File: src/verilog/uotg_pkg.sv
// constants shared by the otg function control register block
package uotg_pkg;
	// register access addresses: read at any of them, write kinds by address
	localparam logic [5:0] ADDR_OTG_WRITE = 6'h0a;
	localparam logic [5:0] ADDR_OTG_SET = 6'h0b;
	localparam logic [5:0] ADDR_OTG_CLEAR = 6'h0c;
	// reset value: both data-line pull-downs connected, all else off
	localparam logic [7:0] OTG_RESET = 8'h06;
	// field positions
	localparam int BIT_EXT_OVERCURRENT_SELECT = 7;
	localparam int BIT_EXTERNAL_SUPPLY_DRIVE = 6;
	localparam int BIT_BUS_POWER_CHARGE = 4;
	localparam int BIT_BUS_POWER_DISCHARGE = 3;
	localparam int BIT_MINUS_LINE_PULLDOWN = 2;
	localparam int BIT_PLUS_LINE_PULLDOWN = 1;
	localparam int BIT_CABLE_ID_SENSE = 0;
	// transmit command codes in data[7:6], address in data[5:0]
	localparam logic [1:0] CMD_REG_WRITE = 2'h2;
	localparam logic [1:0] CMD_REG_READ = 2'h3;
	// value returned for a read of an address this block does not hold
	localparam logic [7:0] UNMAPPED_READ = 8'h00;
endpackage : uotg_pkg

File: src/verilog/uotg_otg_ctrl.sv
// otg function control register behind a ulpi register access port
`timescale 1ns/100ps
module uotg_otg_ctrl
(
	// clock and reset
	input wire logic clk_in,
	input wire logic rst_in,
	// ulpi link side
	input wire logic [7:0] ulpi_data_in,
	input wire logic ulpi_stp_in,
	output logic [7:0] ulpi_data_out,
	output logic ulpi_data_oe_out,
	output logic ulpi_dir_out,
	output logic ulpi_nxt_out,
	// bus power indicators
	input wire logic internal_vbus_valid_in,
	input wire logic fault_in,
	output logic bus_power_valid_out,
	// analog controls
	output logic supply_switch_n_out,
	output logic bus_power_charge_out,
	output logic bus_power_discharge_out,
	output logic minus_line_pulldown_en_out,
	output logic plus_line_pulldown_en_out,
	output logic cable_id_sense_en_out,
	// cable id line
	input wire logic cable_id_level_in,
	output logic cable_id_level_out
);

	typedef enum logic [2:0]
	{
		ST_IDLE,
		ST_WR_ACK,
		ST_WR_DATA,
		ST_WR_STOP,
		ST_RD_ACK,
		ST_RD_TURN,
		ST_RD_DATA,
		ST_RD_END
	} uotg_state_t;

	uotg_state_t state;
	logic [5:0] cmd_addr;
	logic [7:0] wr_byte;
	logic wr_commit;
	logic [7:0] otg_value;
	logic addr_mapped;

	// access protocol sequencer
	always_ff @(posedge clk_in)
	begin
		if (rst_in)
			state <= ST_IDLE;
		else
		begin
			unique case (state)
				ST_IDLE:
				begin
					if (ulpi_data_in[7:6] == uotg_pkg::CMD_REG_WRITE)
						state <= ST_WR_ACK;
					else if (ulpi_data_in[7:6] == uotg_pkg::CMD_REG_READ)
						state <= ST_RD_ACK;
				end
				// an early stop abandons the write without touching the register
				ST_WR_ACK: state <= ulpi_stp_in ? ST_IDLE : ST_WR_DATA;
				ST_WR_DATA: state <= ulpi_stp_in ? ST_IDLE : ST_WR_STOP;
				ST_WR_STOP:
				begin
					if (ulpi_stp_in)
						state <= ST_IDLE;
				end
				ST_RD_ACK: state <= ST_RD_TURN;
				ST_RD_TURN: state <= ST_RD_DATA;
				ST_RD_DATA: state <= ST_RD_END;
				ST_RD_END: state <= ST_IDLE;
			endcase
		end
	end

	// command address, caught as the command is seen
	always_ff @(posedge clk_in)
	begin
		if (rst_in)
			cmd_addr <= 6'h00;
		else if (state == ST_IDLE && ulpi_data_in[7] == 1'b1)
			cmd_addr <= ulpi_data_in[5:0];
	end

	// write byte, caught while next is high in the data cycle
	always_ff @(posedge clk_in)
	begin
		if (rst_in)
			wr_byte <= 8'h00;
		else if (state == ST_WR_DATA)
			wr_byte <= ulpi_data_in;
	end

	// write only lands once the link has stopped, so aborts leave no trace
	assign wr_commit = (state == ST_WR_STOP) && ulpi_stp_in;

	// storage; unmapped addresses fall through its decode untouched
	uotg_reg_bank u_bank
	(
		.clk_in(clk_in),
		.rst_in(rst_in),
		.wr_strobe_in(wr_commit),
		.wr_addr_in(cmd_addr),
		.wr_data_in(wr_byte),
		.value_out(otg_value)
	);

	// any of the three addresses reads the register
	assign addr_mapped = (cmd_addr == uotg_pkg::ADDR_OTG_WRITE)
		|| (cmd_addr == uotg_pkg::ADDR_OTG_SET)
		|| (cmd_addr == uotg_pkg::ADDR_OTG_CLEAR);

	// read data flop, loaded during the turnaround cycle
	always_ff @(posedge clk_in)
	begin
		if (rst_in)
			ulpi_data_out <= 8'h00;
		else if (state == ST_RD_TURN)
			ulpi_data_out <= addr_mapped ? otg_value : uotg_pkg::UNMAPPED_READ;
	end

	// bus handshakes follow the state directly
	assign ulpi_nxt_out = (state == ST_WR_ACK) || (state == ST_WR_DATA) || (state == ST_RD_ACK);
	assign ulpi_dir_out = (state == ST_RD_TURN) || (state == ST_RD_DATA);
	assign ulpi_data_oe_out = (state == ST_RD_DATA);

	// power valid source select, registered to keep the pin glitch free
	always_ff @(posedge clk_in)
	begin
		if (rst_in)
			bus_power_valid_out <= 1'b0;
		else if (otg_value[uotg_pkg::BIT_EXT_OVERCURRENT_SELECT])
			bus_power_valid_out <= fault_in;
		else
			bus_power_valid_out <= internal_vbus_valid_in;
	end

	// supply switch low enables external supply
	assign supply_switch_n_out = ~otg_value[uotg_pkg::BIT_EXTERNAL_SUPPLY_DRIVE];
	// charge resistor; srp preconditions are the link's duty
	assign bus_power_charge_out = otg_value[uotg_pkg::BIT_BUS_POWER_CHARGE];
	// discharge holds until the link clears the bit
	assign bus_power_discharge_out = otg_value[uotg_pkg::BIT_BUS_POWER_DISCHARGE];
	assign minus_line_pulldown_en_out = otg_value[uotg_pkg::BIT_MINUS_LINE_PULLDOWN];
	assign plus_line_pulldown_en_out = otg_value[uotg_pkg::BIT_PLUS_LINE_PULLDOWN];
	assign cable_id_sense_en_out = otg_value[uotg_pkg::BIT_CABLE_ID_SENSE];

	// id level only sampled while sensing, reads low when off
	always_ff @(posedge clk_in)
	begin
		if (rst_in)
			cable_id_level_out <= 1'b0;
		else if (otg_value[uotg_pkg::BIT_CABLE_ID_SENSE])
			cable_id_level_out <= cable_id_level_in;
		else
			cable_id_level_out <= 1'b0;
	end
endmodule : uotg_otg_ctrl

File: src/verilog/uotg_reg_bank.sv
// otg function control register storage with write, set and clear access
`timescale 1ns/100ps
module uotg_reg_bank
(
	// clock and reset
	input wire logic clk_in,
	input wire logic rst_in,
	// committed write
	input wire logic wr_strobe_in,
	input wire logic [5:0] wr_addr_in,
	input wire logic [7:0] wr_data_in,
	// stored value
	output logic [7:0] value_out
);

	// one flop per bit, each with its own reset value
	genvar i;
	generate
		for (i = 0; i < 8; i++)
		begin : g_bit
			// write, set or clear by address
			always_ff @(posedge clk_in)
			begin
				if (rst_in)
					value_out[i] <= uotg_pkg::OTG_RESET[i];
				else if (wr_strobe_in && wr_addr_in == uotg_pkg::ADDR_OTG_WRITE)
					value_out[i] <= wr_data_in[i];
				else if (wr_strobe_in && wr_addr_in == uotg_pkg::ADDR_OTG_SET)
					value_out[i] <= value_out[i] | wr_data_in[i];
				else if (wr_strobe_in && wr_addr_in == uotg_pkg::ADDR_OTG_CLEAR)
					value_out[i] <= value_out[i] & ~wr_data_in[i];
			end
		end
	endgenerate

endmodule : uotg_reg_bank

File: config.mk
export PLATFORM = sky130hd
export DESIGN_NAME = uotg_otg_ctrl
export DESIGN_NICKNAME = d
export VERILOG_FILES = /design/src/verilog/uotg_pkg.sv /design/src/verilog/uotg_otg_ctrl.sv /design/src/verilog/uotg_reg_bank.sv
export SDC_FILE = /design/constraint.sdc
export NUM_CORES = 1
export LEC_CHECK = 0
export BUFFER_PORTS_ARGS = -buffer_cell sky130_fd_sc_hd__buf_2
export CORE_MARGIN = 2
export CORE_UTILIZATION = 25
export CTS_CLUSTER_SIZE = 30
export DETAILED_ROUTE_END_ITERATION = 8
export HOLD_SLACK_MARGIN = 0.03
export PLACE_DENSITY_LB_ADDON = 0.05
export SLEW_MARGIN = 20
export SYNTH_ARGS = -nofsm -noshare
export SYNTH_HDL_FRONTEND = slang
export SYNTH_SLANG_ARGS = --single-unit
File: constraint.sdc
create_clock -name clk_in -period 1.25 [get_ports clk_in]
set_input_delay 0.0625 -clock clk_in [delete_from_list [all_inputs] [get_ports clk_in]]
set_output_delay 0.0625 -clock clk_in [all_outputs]
set_load 0.01 [all_outputs]
==> flow_summary.yaml <==
sta:
  layout_worst_path_cycle_share_pct: 116
  worst_slack_ns: -0.202
  slew_headroom_pct: 73.4
  fmax_mhz: 689
  hold_viol_final: 0
  fin_crit_ns: 1.45
  worst_pin_slew_ns: 0.399
  setup_viol: 33
  fin_worst_skew_ns: 0.00400
  final_max_slew_viol_count: 0
  rsz0062_at_grt: "yes"
  finalSetupTns_ns: -2.38
pwr:
  power_frac_seq_pct: 44.1
  p_leak_nw: 0.980
  cellPowerDensity_nw_per_um2: 1030
  irDropWorstVdd_v: 0.000392
  clkPwrFrac_pct: 33.5
  finalPower_w: 0.00270
  comb_power_share_pct: 22.4
  power.switching_w: 0.000732
  swShare_pct: 27.1
  p_int_w: 0.00197
clocking:
  htreeDepth: 2
  clkSinkCount: 35
  clock_path_buffers: 2
  cts-buffers-inserted: 5
  cts_tree: "done"
  clock-root-buffer: "clkbuf_8"
  clk_pin_slew_ns: 0.07
  insertion_delay_ns: 0.28
global_route:
  grt_overflow_total: 0
  grt_max_degree: 19
  grt_first_pass_wirelength_um: 8020
  grt_pass1_vias: 1608
  grt_use_total_pct: 14.2
  antenna_found_initial: 0
drt:
  ant_nets: 0
  avgRoutedWirePerCell_um: 15.8
  drcViolationCount: 0
  routed_via_density: 5.18
  drtPass1Iterations: 4
  vias: 1641
  drt_iter0_drc: 23
  routed_wirelength_um: 5020
logic_synthesis:
  synth_seq_area_share_pct: 42.5
  synth_cell_type_count: 36
  synth_area_leaders: "dfxtp_1 (43%), mux2i_1 (9.1%), a41oi_1 (4.3%)"
  synth.most_common_cell: "dfxtp_1"
  yosysTopAreaCellShare_pct: 42.5
  synth_nets: 191
  synth_ff_type: "dfxtp_1"
  avgSynthCellArea_um2: 9.31
  async_flop_share_pct: 0
  synth.top_cells.by_count: "dfxtp_1 (35), nor2_1 (18), mux2i_1 (15)"
  synth_edf_count: 0
  synth_cells: 177
  ys_ff_latch: 35
  yosysWarnings: 0
  netlist_area_um2: 1650
  yosys.area.top_type: "dfxtp_1"
critical_path:
  cp_cell_sequence: "buf_6 -> buf_6 -> xor2_4 -> mux2_4 -> buf_6"
  slowest_delay_ns: 0.33
  cp-start-kind: "register"
  cp_common_cell: "buf_6"
  crit_fanout: 3
  cp.required_ns: 1.19
  end_kind: "primary output"
  critical_path_class: "register to primary output"
  worst_ep_arrival_time_ns: 1.39
  worstRegToRegCells: 5
  slowest_stage: "dfxtp_2"
floorplanning:
  ioPinCount: 33
  die_w_um: 85.2
  core_area_um2: 6350
  dieArea_um2: 7260
  start_util_pct: 26.0
  die_y_um: 85.2
  row_count: 29
final_layout:
  design_area_um2: 2610
  antenna-diode-count: 0
  drive_gt1_share_pct: 50.8
  fin_util_pct: 41.1
  nNetsFinal: 253
  area_growth_pct: 58.5
status:
  status: "complete, but fails checks"
  violations: "setup timing"
placement:
  gp_routability_congestion: 0.738
  port_buffers: 32
  pre_cts_ws_ns: -0.152
  dp_hpwl_um: 3460
  dpl_cell_area_um2: 2060
min_path:
  min_path_type: "input port to register"
  whs_path_depth: 3
run:
  cap_violations: 0
-- power by group through the flow --
| stage | clock, W | combinational (W) | sequential, W |
|---|---|---|---|
| 4_1_cts | 0.000934 | 0.000541 | 0.00118 |
| 3_3_place_gp | 0 | 0.000419 | 0.00121 |
| 3_5_place_dp | 0 | 0.000426 | 0.00121 |
| 2_1_floorplan | 0 | 0.000243 | 0.00121 |
| 5_1_grt | 0.000976 | 0.000650 | 0.00119 |
| 6_report | 0.000903 | 0.000605 | 0.00119 |
-- layout make-up --
class / instances / area (µm²)
clock buffer: 8 / 100
fill: 619 / 3740
inverter: 12 / 45.0
multi-input combinational: 113 / 1100
sequential: 35 / 711
tap: 77 / 96.3
timing repair buffer: 72 / 559
-- per-layer routing --
layer / part of all wire [%] / track usage [%] / wire length, µm / vias to the layer above
met1: 44 / 17.6 / 2220 / 816
met5: 0 / 0 / 0 / -
met2: 51 / 24.3 / 2560 / 27
met3: 4.0 / 3.99 / 199 / 4
met4: 0.80 / 3.46 / 40 / 0
li1: - / - / - / 794
-- logic make-up (layout without fill, tap and decap cells) --
| logic type | Yosys count | after routing | synth area share, % |
|---|---|---|---|
| compound gates | 47 | 47 | 22.1 |
| buf+inv | 29 | 92 | 7.59 |
| xor+xnor | 1 | 1 | 0.532 |
| flops | 35 | 35 | 42.5 |
| mux | 16 | 16 | 9.79 |
| simple gates | 49 | 49 | 17.5 |
-- cell usage in the layout, fill, tap and decap left out, types with 2 or more instances in the layout --
cell type      instances
buf_2                 31
dfxtp_1               29
buf_4                 19
buf_6                 17
nor2_1                16
mux2i_1               14
inv_1                 12
nand2_1               10
clkbuf_8               7
a41oi_1                6
nand4_1                6
o2111ai_4              5
a21oi_1                5
o31ai_2                5
a311oi_2               5
dfxtp_2                5
a21oi_2                4
nor3b_4                3
o2111ai_2              3
dlygate4sd3_1          3
nor2_2                 2
a311oi_1               2
nand3b_1               2
and3b_1                2
or3b_4                 2
o311ai_2               2
o211ai_1               2
a41oi_2                2
buf_12                 2
-- metrics by stage --
stage	instances	hold slack, ns
3_3_place_gp	299	0.303
6_report	317	0.0372
2_1_floorplan	177	0.206
4_1_cts	316	0.0305
5_1_grt	317	0.0490
3_5_place_dp	299	0.307
-- worst max-delay path: cells and delay by family (launching register included) --
family | cells | cell delay (ns)
DFF | 1 | 0.33
buffers and inverters | 3 | 0.36
muxes | 1 | 0.27
xor gates and xnor gates | 1 | 0.15
-- path summary, 6_finish.rpt --
check | startpoint | to | slack [ns]
max | state[0]$_SDFFE_PP0P_ | ulpi_nxt_out | -0.20
min | ulpi_data_in[4] | wr_byte[4]$_SDFFE_PP0N_ | 0.04
max reg2reg | state[0]$_SDFFE_PP0P_ | register | -0.14
min reg2reg | ulpi_data_out[1]$_SDFFE_PP0P_ | ulpi_data_out[1]$_SDFFE_PP0P_ | 0.46
-- repair_timing --
item / 4_1_cts / 5_1_grt
endpoints found under the hold margin: 2 / 0
hold buffers: 3 / 0
endpoints found under the setup margin: 33 / 33
gates resized for setup: 47 / 26
cloned: 1 / 0
pin swaps: 17 / 17
buffers inserted: 5 / 1
No activity file was read; power rests on OpenSTA's default activity.
